**src/include/vip_pkg.sv**
```systemverilog
// constants shared by the vectored interrupt prioritizer
package vip_pkg;
   // ****************************************
   // channel count and index widths
   // ****************************************
   localparam int NUM_CHANNELS = 32;
   localparam int IDX_W        = 5;
   localparam int ADDR_W       = 5;
   localparam int DATA_W       = 32;

   // ****************************************
   // register byte offsets
   // ****************************************
   localparam logic [ADDR_W-1:0] OFS_PENDING   = 5'h00;
   localparam logic [ADDR_W-1:0] OFS_MASK      = 5'h04;
   localparam logic [ADDR_W-1:0] OFS_STEER     = 5'h08;
   localparam logic [ADDR_W-1:0] OFS_FAST_VEC  = 5'h0C;
   localparam logic [ADDR_W-1:0] OFS_NORM_VEC  = 5'h10;
   localparam logic [ADDR_W-1:0] OFS_SOFT_REQ  = 5'h14;

   // ****************************************
   // field positions and reset values
   // ****************************************
   localparam int VEC_VALID_BIT  = 8;
   localparam int SOFT_RAISE_BIT = 0;
   localparam logic [DATA_W-1:0] PENDING_RST = 32'h0000_0000;
   localparam logic [DATA_W-1:0] MASK_RST    = 32'h0000_0000;
   localparam logic [DATA_W-1:0] STEER_RST   = 32'h0000_0000;

   // ****************************************
   // channel numbers
   // ****************************************
   localparam int CH_BROWNOUT   = 0;
   localparam int CH_EXT_PIN    = 1;
   localparam int CH_WD_EXPIRY  = 2;
   localparam int CH_WD_HALF    = 3;
   localparam int CH_SER_ERR    = 4;
   localparam int CH_SER0_RX    = 5;
   localparam int CH_SER0_TX    = 6;
   localparam int CH_SER1_RX    = 7;
   localparam int CH_SER1_TX    = 8;
   localparam int CH_PMBUS      = 9;
   localparam int CH_DIG_CMP    = 10;
   localparam int CH_FRONT_END0 = 11;
   localparam int CH_SMALL_TMR3 = 14;
   localparam int CH_WIDE_OVF   = 18;
   localparam int CH_WIDE_CAP1  = 19;
   localparam int CH_WIDE_CMP1  = 20;
   localparam int CH_WIDE_CAP0  = 21;
   localparam int CH_WIDE_CMP0  = 22;
   localparam int CH_PWR_MODE   = 23;
   localparam int CH_CONV_DONE  = 24;
   localparam int CH_FAULT_MUX  = 25;
   localparam int CH_PULSE_GEN3 = 26;
   localparam int CH_FAULT_PIN  = 30;
   localparam int CH_SOFTWARE   = 31;
endpackage

```
**src/design/vectored_interrupt_prioritizer.sv**
```systemverilog
// central request collector: pending, mask, steering, vectors, avalon slave
`timescale 1ns/1ps
module vectored_interrupt_prioritizer
   import vip_pkg::*;
(
   input  wire logic              clock,
   input  wire logic              rstn,
   // avalon-mm slave
   input  wire logic [ADDR_W-1:0] address,
   input  wire logic              read,
   input  wire logic              write,
   input  wire logic [DATA_W-1:0] writedata,
   input  wire logic [3:0]        byteenable,
   output logic      [DATA_W-1:0] readdata,
   output logic                   waitrequest,
   // request sources
   input  wire logic              brownout_request,
   input  wire logic              external_pin_request,
   input  wire logic              watchdog_expiry_request,
   input  wire logic              watchdog_half_time_request,
   input  wire logic              serial_error_request,
   input  wire logic              serial0_receive_request,
   input  wire logic              serial0_transmit_request,
   input  wire logic              serial1_receive_request,
   input  wire logic              serial1_transmit_request,
   input  wire logic              pmbus_request,
   input  wire logic              digital_compare_request,
   input  wire logic              front_end_zero_request,
   input  wire logic              front_end_one_request,
   input  wire logic              front_end_two_request,
   input  wire logic              small_timer_zero_request,
   input  wire logic              small_timer_one_request,
   input  wire logic              small_timer_two_request,
   input  wire logic              small_timer_three_request,
   input  wire logic              wide_timer_overflow_request,
   input  wire logic              wide_timer_capture1_request,
   input  wire logic              wide_timer_compare1_request,
   input  wire logic              wide_timer_capture0_request,
   input  wire logic              wide_timer_compare0_request,
   input  wire logic              power_current_mode_request,
   input  wire logic              conversion_done_request,
   input  wire logic              fault_mux_request,
   input  wire logic              pulse_generator_zero_request,
   input  wire logic              pulse_generator_one_request,
   input  wire logic              pulse_generator_two_request,
   input  wire logic              pulse_generator_three_request,
   input  wire logic              fault_pin_request,
   // core side
   output logic                   fast_interrupt_level,
   output logic                   normal_interrupt_level,
   output logic                   irq
);

   // ****************************************
   // helper functions
   // ****************************************

   // highest set bit wins; returns {valid, index}
   function automatic logic [IDX_W:0] top_channel(input logic [NUM_CHANNELS-1:0] v);
      logic [IDX_W:0] r;
      r = '0;
      for (int i = 0; i < NUM_CHANNELS; i++) begin
         if (v[i]) begin
            r = {1'b1, IDX_W'(i)}; // later, higher channel overrides
         end
      end
      return r;
   endfunction

   // byte enables widened to a bit mask
   function automatic logic [DATA_W-1:0] lane_mask(input logic [3:0] be);
      logic [DATA_W-1:0] m;
      m = '0;
      for (int b = 0; b < 4; b++) begin
         m[b*8 +: 8] = {8{be[b]}};
      end
      return m;
   endfunction

   // ****************************************
   // state declarations
   // ****************************************
   logic [DATA_W-1:0]       pending_q;
   logic [DATA_W-1:0]       mask_q;
   logic [DATA_W-1:0]       steer_q;
   logic [IDX_W-1:0]        fast_idx_q;
   logic                    fast_vld_q;
   logic [IDX_W-1:0]        norm_idx_q;
   logic                    norm_vld_q;
   logic [DATA_W-1:0]       readdata_q;
   logic                    waitrequest_q;
   logic                    fast_level_q;
   logic                    norm_level_q;
   logic                    irq_q;
   logic [1:0]              pin_meta_q;
   logic [1:0]              pin_sync_q;
   logic [NUM_CHANNELS-1:0] req_vec;
   logic [DATA_W-1:0]       clr_vec;
   logic [DATA_W-1:0]       wmask;
   logic [DATA_W-1:0]       live;
   logic [DATA_W-1:0]       fast_src;
   logic [DATA_W-1:0]       norm_src;
   logic [IDX_W:0]          fast_top;
   logic [IDX_W:0]          norm_top;
   logic                    wr_go;
   logic                    soft_set;

   // ****************************************
   // pin synchronisers
   // ****************************************

   // both pins are asynchronous; meta stage feeds only the sync stage
   always_ff @(posedge clock) begin
      if (!rstn) begin
         pin_meta_q <= 2'b00;
         pin_sync_q <= 2'b00;
      end else begin
         pin_meta_q <= {fault_pin_request, external_pin_request};
         pin_sync_q <= pin_meta_q;
      end
   end

   // ****************************************
   // request routing
   // ****************************************
   assign req_vec[CH_BROWNOUT]     = brownout_request;
   assign req_vec[CH_EXT_PIN]      = pin_sync_q[0];
   assign req_vec[CH_WD_EXPIRY]    = watchdog_expiry_request;
   assign req_vec[CH_WD_HALF]      = watchdog_half_time_request;
   assign req_vec[CH_SER_ERR]      = serial_error_request;
   assign req_vec[CH_SER0_RX]      = serial0_receive_request;
   assign req_vec[CH_SER0_TX]      = serial0_transmit_request;
   assign req_vec[CH_SER1_RX]      = serial1_receive_request;
   assign req_vec[CH_SER1_TX]      = serial1_transmit_request;
   assign req_vec[CH_PMBUS]        = pmbus_request;
   assign req_vec[CH_DIG_CMP]      = digital_compare_request;
   assign req_vec[CH_FRONT_END0]   = front_end_zero_request;
   assign req_vec[CH_FRONT_END0+1] = front_end_one_request;
   assign req_vec[CH_FRONT_END0+2] = front_end_two_request;
   assign req_vec[CH_SMALL_TMR3]   = small_timer_three_request;
   assign req_vec[CH_SMALL_TMR3+1] = small_timer_two_request;
   assign req_vec[CH_SMALL_TMR3+2] = small_timer_one_request;
   assign req_vec[CH_SMALL_TMR3+3] = small_timer_zero_request;
   assign req_vec[CH_WIDE_OVF]     = wide_timer_overflow_request;
   assign req_vec[CH_WIDE_CAP1]    = wide_timer_capture1_request;
   assign req_vec[CH_WIDE_CMP1]    = wide_timer_compare1_request;
   assign req_vec[CH_WIDE_CAP0]    = wide_timer_capture0_request;
   assign req_vec[CH_WIDE_CMP0]    = wide_timer_compare0_request;
   assign req_vec[CH_PWR_MODE]     = power_current_mode_request;
   assign req_vec[CH_CONV_DONE]    = conversion_done_request;
   assign req_vec[CH_FAULT_MUX]    = fault_mux_request;
   assign req_vec[CH_PULSE_GEN3]   = pulse_generator_three_request;
   assign req_vec[CH_PULSE_GEN3+1] = pulse_generator_two_request;
   assign req_vec[CH_PULSE_GEN3+2] = pulse_generator_one_request;
   assign req_vec[CH_PULSE_GEN3+3] = pulse_generator_zero_request;
   assign req_vec[CH_FAULT_PIN]    = pin_sync_q[1];
   assign req_vec[CH_SOFTWARE]     = soft_set;

   // ****************************************
   // bus decode
   // ****************************************

   // a write lands only on the edge where waitrequest is seen low
   assign wr_go    = write && !waitrequest_q;
   assign wmask    = lane_mask(byteenable);
   assign soft_set = wr_go && (address == OFS_SOFT_REQ) && byteenable[0]
                     && writedata[SOFT_RAISE_BIT];
   assign clr_vec  = (wr_go && (address == OFS_PENDING)) ? (writedata & wmask)
                                                         : 32'h0000_0000;

   // ****************************************
   // pending bits
   // ****************************************

   // level requests re-set the bit each cycle, so firmware must quiet the
   // source before clearing; a set in the clearing cycle wins
   always_ff @(posedge clock) begin
      if (!rstn) begin
         pending_q <= PENDING_RST;
      end else begin
         pending_q <= (pending_q & ~clr_vec) | req_vec;
      end
   end

   // ****************************************
   // mask and steering registers
   // ****************************************

   // mask bit one enables the channel
   always_ff @(posedge clock) begin
      if (!rstn) begin
         mask_q <= MASK_RST;
      end else if (wr_go && (address == OFS_MASK)) begin
         mask_q <= (mask_q & ~wmask) | (writedata & wmask);
      end
   end

   // steer bit one sends the channel to the fast level
   always_ff @(posedge clock) begin
      if (!rstn) begin
         steer_q <= STEER_RST;
      end else if (wr_go && (address == OFS_STEER)) begin
         steer_q <= (steer_q & ~wmask) | (writedata & wmask);
      end
   end

   // ****************************************
   // prioritisation
   // ****************************************
   assign live     = pending_q & mask_q;
   assign fast_src = live & steer_q;
   assign norm_src = live & ~steer_q;
   assign fast_top = top_channel(fast_src);
   assign norm_top = top_channel(norm_src);

   // vectors and levels registered together so software sees a matched pair
   always_ff @(posedge clock) begin
      if (!rstn) begin
         fast_idx_q <= '0;
         fast_vld_q <= 1'b0;
         norm_idx_q <= '0;
         norm_vld_q <= 1'b0;
      end else begin
         fast_idx_q <= fast_top[IDX_W-1:0];
         fast_vld_q <= fast_top[IDX_W];
         norm_idx_q <= norm_top[IDX_W-1:0];
         norm_vld_q <= norm_top[IDX_W];
      end
   end

   // level outputs; the core itself ranks fast above normal
   always_ff @(posedge clock) begin
      if (!rstn) begin
         fast_level_q <= 1'b0;
         norm_level_q <= 1'b0;
         irq_q        <= 1'b0;
      end else begin
         fast_level_q <= |fast_src;
         norm_level_q <= |norm_src;
         irq_q        <= |live;
      end
   end

   // ****************************************
   // avalon slave answer
   // ****************************************

   // fixed one wait cycle: costs a cycle but keeps readdata a flop output
   always_ff @(posedge clock) begin
      if (!rstn) begin
         waitrequest_q <= 1'b1;
      end else if (!waitrequest_q) begin
         waitrequest_q <= 1'b1;
      end else if (read || write) begin
         waitrequest_q <= 1'b0;
      end
   end

   // read data captured as waitrequest drops; unmapped reads return zero
   always_ff @(posedge clock) begin
      if (!rstn) begin
         readdata_q <= 32'h0000_0000;
      end else if (read && waitrequest_q) begin
         readdata_q <= 32'h0000_0000;
         case (address)
            OFS_PENDING:  readdata_q <= pending_q;
            OFS_MASK:     readdata_q <= mask_q;
            OFS_STEER:    readdata_q <= steer_q;
            OFS_FAST_VEC: begin
               readdata_q[IDX_W-1:0]     <= fast_idx_q;
               readdata_q[VEC_VALID_BIT] <= fast_vld_q;
            end
            OFS_NORM_VEC: begin
               readdata_q[IDX_W-1:0]     <= norm_idx_q;
               readdata_q[VEC_VALID_BIT] <= norm_vld_q;
            end
            default:      readdata_q <= 32'h0000_0000;
         endcase
      end
   end

   assign readdata               = readdata_q;
   assign waitrequest            = waitrequest_q;
   assign fast_interrupt_level   = fast_level_q;
   assign normal_interrupt_level = norm_level_q;
   assign irq                    = irq_q;

   // ****************************************
   // checks
   // ****************************************
   chk_pending_latch: assert property (@(posedge clock) disable iff (!rstn)
      (req_vec != 32'h0000_0000) |=> ((pending_q & $past(req_vec)) == $past(req_vec)))
      else $error("request did not latch into pending");

   chk_fast_vector: assert property (@(posedge clock) disable iff (!rstn)
      fast_vld_q |-> (($past(fast_src) >> fast_idx_q) == 32'h0000_0001))
      else $error("fast vector is not the top pending channel");

   chk_norm_vector: assert property (@(posedge clock) disable iff (!rstn)
      norm_vld_q |-> (($past(norm_src) >> norm_idx_q) == 32'h0000_0001))
      else $error("normal vector is not the top pending channel");

   chk_mask_silences: assert property (@(posedge clock) disable iff (!rstn)
      (mask_q == 32'h0000_0000) [*2] |-> !irq_q && !fast_level_q && !norm_level_q)
      else $error("output raised with all channels masked");

   chk_level_steer: assert property (@(posedge clock) disable iff (!rstn)
      (fast_level_q == (|$past(pending_q & mask_q & steer_q)))
      && (norm_level_q == (|$past(pending_q & mask_q & ~steer_q))))
      else $error("level outputs do not follow steering");

   chk_pin_route: assert property (@(posedge clock) disable iff (!rstn)
      $rose(external_pin_request) |-> ##[1:3] pending_q[CH_EXT_PIN])
      else $error("external pin did not reach channel 1");

   chk_soft_raise: assert property (@(posedge clock) disable iff (!rstn)
      soft_set |=> pending_q[CH_SOFTWARE] ##1 (fast_level_q || norm_level_q
      || !$past(mask_q[CH_SOFTWARE])))
      else $error("software raise did not set channel 31");

   chk_timer_order: assert property (@(posedge clock) disable iff (!rstn)
      (small_timer_zero_request || pulse_generator_zero_request) |=>
      (pending_q[CH_SMALL_TMR3+3] || !$past(small_timer_zero_request))
      && (pending_q[CH_PULSE_GEN3+3] || !$past(pulse_generator_zero_request)))
      else $error("unit zero routed to wrong channel");

   chk_bus_answer: assert property (@(posedge clock) disable iff (!rstn)
      (read || write) && waitrequest_q |=> !waitrequest_q ##1 waitrequest_q)
      else $error("bus answer not one wait cycle");

endmodule

```
**config.mk**
```make
export PLATFORM = sky130hd
export DESIGN_NAME = vectored_interrupt_prioritizer
export DESIGN_NICKNAME = d
export VERILOG_FILES = /design/src/include/vip_pkg.sv /design/src/design/vectored_interrupt_prioritizer.sv
export SDC_FILE = /design/constraint.sdc
export NUM_CORES = 1
export LEC_CHECK = 0
export ABC_AREA = 1
export BUFFER_PORTS_ARGS = -buffer_cell sky130_fd_sc_hd__buf_4
export CAP_MARGIN = 25
export CORE_ASPECT_RATIO = 0.8
export CORE_MARGIN = 2
export CORE_UTILIZATION = 59
export CTS_BUF_LIST = sky130_fd_sc_hd__clkbuf_8
export DETAILED_ROUTE_END_ITERATION = 10
export GPL_TIMING_DRIVEN = 0
export PLACE_DENSITY = 0.92
export SYNTH_ARGS = -nofsm -noshare
export SYNTH_HDL_FRONTEND = slang
export SYNTH_SLANG_ARGS = --single-unit
```
**constraint.sdc**
```tcl
create_clock -name clock -period 3.1 [get_ports clock]
set_clock_uncertainty 0.2 [all_clocks]
set_input_delay 0.62 -clock clock [delete_from_list [all_inputs] [get_ports clock]]
set_output_delay 0.62 -clock clock [all_outputs]
set_load 0.02 [all_outputs]
```
---- Yosys cells after proc, flatten, opt, wreduce, memory -nomap -nowiden ----
Index checks and enable logic that the tools add are counted.
Widths: inputs -> output; s select.
cells by class
  reduce and logical (&&, ||, !) cells .... 15
  muxes and demuxes ....................... 70
  eq/ne operators ......................... 5
  bitwise gates (word level) .............. 13
operators with widths
  cell                count
  $mux 6              64
  $and 32x32->32      7
  $not 32->32         3
  $or 32x32->32       3
  $reduce_or 32->1    3
  $pmux 23 s3         1
  $mux 32             1
  $pmux 5 s5          1
  $eq 5x4->1 const B  2
  $eq 5x5->1 const B  2
  $pmux 3 s3          1
  $logic_and 1x1->1   8
  $eq 5x3->1 const B  1
  $logic_not 5->1     1
  $pmux 1 s5          1
  $reduce_and 2->1    1
  $logic_not 1->1     1
  $logic_or 1x1->1    1
  $mux 1              1
word-level totals
  word-level logic and storage cells ...... 117
  output and inout port bits .............. 36
  flip-flop bits (word level) ............. 148

---- Depth between registers and ports, before layout ----
  word-level depth ........................ 34
  mapped depth ............................ 32
  mapped depth without buffers ............ 32

---- Worst setup path before layout ----
Ideal clock, no wire load.
  path type ............................... input port to flip-flop
  start point ............................. input port address[1]
  end point ............................... register (tool-made name)
  path slack .............................. 0.690 ns
  data arrival time ....................... 2.082 ns
  library setup time ...................... 0.128 ns
  required time ........................... 2.772 ns
  path buffers ............................ 1
  stages .................................. 9
  cells stage by stage .................... nor2_1 -> nand3_1 -> nor2_2 -> clkinv_1 -> nor2_1 -> nand2_1 -> clkbuf_1 -> o21ai_0 -> a21oi_1
RTL lines
  item                RTL line                             text
  start: declaration  vectored_interrupt_prioritizer.sv:9  input wire logic [ADDR_W-1:0] address,

==> metrics.log <==
[metrics] arrival time at the worst endpoint: about 3200 ps
[metrics] global-route wire length before repair: 33,360 um
[metrics] clock latency on the worst-skew pair: 460 ps
[metrics] wire per inst: 15.48 um
[metrics] portion of the post-synthesis area used by sequential elements: a little over two fifths
[metrics] Worst VDD drop: 451.2 uV
[metrics] number of warnings reported in the yosys synthesis log: 0
[metrics] clk slew on worst S/H paths: 80 ps
[metrics] Total Nets Final: 1,247
[metrics] Post-DP Area: 7893 um^2
[metrics] First-pass DRT Iterations: 6
[metrics] FP Rows: 35
[metrics] Max Cap Violations: 0
[metrics] GR Overflow Total: 0
[metrics] CTS sink count: between 100 and 150
[metrics] switching share of total power: 22.97%
[metrics] most frequent cell after synthesis: sky130_fd_sc_hd__nand2_1
[metrics] setup repair after global routing missed its margin: no
[metrics] number of DRC markers in iteration 0: roughly 900
[metrics] number of CTS-inserted buffers: 17
[metrics] global-route usage over all layers: around a third
[metrics] maximum number of pins on one net before global-route repair: 17
[metrics] Routed Antenna Nets: 0
[metrics] Leak Pwr: 3.722 nW
[metrics] Final setup viols: 0
[metrics] HPWL reported at the end of detailed placement: about 15,000 um
[metrics] Max H-tree Level: 4
[metrics] number of buffer cells added on primary ports: 108
[metrics] Mapped Avg Cell Area: 6.606 um^2
[metrics] Max FO, Critical Path: 10
[metrics] number of global-route vias before repair: 7,027
[metrics] cell area after technology mapping: 6897 um^2
[metrics] design area: approximately 8400 um^2
[metrics] number of nets produced by synthesis: 1,120
[metrics] weighted congestion at the end of routability-driven global placement: 0.9783
[metrics] synthesized netlist cell count: 1,044
[metrics] number of synthesized register bits: 148
[metrics] Switching Power: 920.0 uW
[metrics] Yosys top cell by area: sky130_fd_sc_hd__dfxtp_1
[metrics] launch point of the critical path: address[1]
[metrics] Inserted Diodes: 0
[metrics] die extent in y: approximately 100 um
[metrics] buffer count from post-CTS setup fixing: 0
[metrics] startpoint of the lowest-slack hold path: fault_pin_request
[metrics] HP Class: in -> reg
[metrics] slew at the pin with the worst max-slew slack: 740.3 ps
[metrics] part of the power in registers: roughly half
[metrics] fraction of registers with async set or reset after synthesis: 0%
[metrics] die footprint: 12,570 um^2
[metrics] wire length reported by the detailed router: about 20,000 um
[metrics] effective utilization at floorplan: 60.11%
[metrics] Via Count: approximately 7.6k
[metrics] source of the worst register-to-register timing path: waitrequest$_SDFF_PN1_
[metrics] clock share of power: 44.1%
[metrics] kind of start point of the critical path: input port
[metrics] final count of hold timing violations: 0
[metrics] antenna violations before repair: 0
[metrics] layout cells sized above 1: 12.26%
[metrics] Boundary Pins: 112
[metrics] most used flip-flop cell after synthesis: sky130_fd_sc_hd__dfxtp_1
[metrics] element type at the critical path end: flip-flop
[metrics] area share of the largest cell type after synthesis: a little over two fifths
[metrics] total DRC errors in the routed layout: 0
[metrics] tightest slew margin relative to the limit: 50.26%
[metrics] buffers from clock root to sink, at most: 2
[metrics] Power Internal: 3.086 mW
[metrics] synth top area cells: sky130_fd_sc_hd__dfxtp_1 (43%), sky130_fd_sc_hd__nand2_1 (17%), sky130_fd_sc_hd__a21oi_1 (9.9%)
[metrics] non-filler cells in the finished layout: 1,331
[metrics] placed cells: 1,300
[metrics] number of distinct library cells after synthesis: 23
[metrics] Die X-Extent: around 120 um
[metrics] time the final worst path needs with I/O delays and setup: 3054 ps
[metrics] data required time at the worst endpoint: 3240 ps
[metrics] core footprint: ~11,000 um^2
[metrics] run status: completed
[metrics] share of the clock period used by the worst path after layout: 98.53%
[metrics] number of enable-type register cells in the synthesized netlist: 0
[metrics] TritonCTS clock tree: done
[metrics] kind of critical path: in -> reg
[metrics] area grow syn2layout: 21.21%
[metrics] commonest cells in the synthesized netlist: sky130_fd_sc_hd__nand2_1 (310), sky130_fd_sc_hd__dfxtp_1 (148), sky130_fd_sc_hd__inv_1 (140)
[metrics] clock tree root driver cell: sky130_fd_sc_hd__clkbuf_8
[metrics] combinational share of power: 6.7%
[metrics] highest attainable clock frequency: 0.3274 GHz
[metrics] Pins Over Slew Limit: 0
[metrics] via count normalized by instance count: around 5.7
[metrics] Pwr Density: around 480 nW/um^2
-- logic make-up after synthesis --
logic type | count (synthesis) | synth area share (%)
AOI/OAI and AO/OA | 272 | 21.48
buffers and inverters | 189 | 10.29
DFF | 148 | 42.96
and+or+nand+nor | 435 | 25.27
-- placed cells by master, fill, tap and decap left out, types with 9 or more instances in the layout --
master	n
sky130_fd_sc_hd__clkbuf_1	37
sky130_fd_sc_hd__nand2_1	310
sky130_fd_sc_hd__o21ai_0	98
sky130_fd_sc_hd__nand3_1	33
sky130_fd_sc_hd__nand4_1	9
sky130_fd_sc_hd__clkbuf_8	18
sky130_fd_sc_hd__buf_4	108
sky130_fd_sc_hd__o221ai_1	24
sky130_fd_sc_hd__nor2_1	65
sky130_fd_sc_hd__dfxtp_1	148
sky130_fd_sc_hd__a21oi_1	137
sky130_fd_sc_hd__inv_1	144
-- worst max-delay path, stage by stage --
cell                       delay (ps)
sky130_fd_sc_hd__buf_4            120
sky130_fd_sc_hd__nor2_1           180
sky130_fd_sc_hd__nand3_1          140
sky130_fd_sc_hd__nor2_2           290
sky130_fd_sc_hd__clkinv_1         390
sky130_fd_sc_hd__nor2_2           490
sky130_fd_sc_hd__nand2_1          310
sky130_fd_sc_hd__clkbuf_1         320
sky130_fd_sc_hd__o21ai_0          270
sky130_fd_sc_hd__a21oi_1           60
-- stage by stage --
step | setup WS (ps) | power (mW) | util [%] | setup TNS (ps) | hold slack [ps]
final | 45.63 | 4.006 | 72.86 | 0 | 143.3
after global routing | 7.946 | 4.120 | 72.86 | 0 | 144.7
after CTS | 164.9 | 3.995 | 72.86 | 0 | 147.5
after detailed placement | -433.4 | 2.274 | 68.79 | -7814 | 210.2
after global placement | -504.6 | 2.263 | 68.79 | -8570 | 196.3
after floorplan | 690.0 | 2.124 | - | 0 | 190.5
-- power groups by stage --
stage                     Combinational (mW)  Clock, mW  Sequential (mW)
final                                  0.268       1.77             1.97
after global routing                   0.294       1.85             1.97
after CTS                              0.264       1.76             1.97
after detailed placement               0.262          0             2.01
after global placement                 0.253          0             2.01
after floorplan                        0.119          0             2.00
-- cell type report --
| class | count | area (um^2) |
|---|---|---|
| Multi-Input combinational cell | 707 | 3227 |
| Fill cell | 933 | 3114 |
| Sequential cell | 148 | 2963 |
| Timing Repair Buffer | 108 | 810.8 |
| Inverter | 144 | 540.5 |
| Clock buffer | 18 | 247.7 |
| Clock inverter | 13 | 216.5 |
| Tap cell | 148 | 185.2 |
| Buffer | 45 | 168.9 |
-- path summary, 6_finish.rpt --
check	to	slack, ps	cells past startpoint
max	flip-flop	50	10
min reg2reg	pin_sync_q[0]$_SDFF_PN0_	230	2
min	pin_meta_q[1]$_SDFF_PN0_	140	3
max reg2reg	flip-flop	510	7
-- per-layer routing --
layer  vias to the layer above  share of wire, %  global-route usage, %
met5                         -                 0                      0
met4                         0               2.1                  11.79
li1                       3630                 -                      -
met3                        52                11                  7.962
met1                      3434                43                  44.19
met2                       485                44                  52.50
-- what timing repair did --
action | in CTS | in global routing
setup endpoints to repair | 3 | 0
hold buffers | 0 | 0
gates resized for setup | 1 | 0
(Power assumes the default switching activity.)
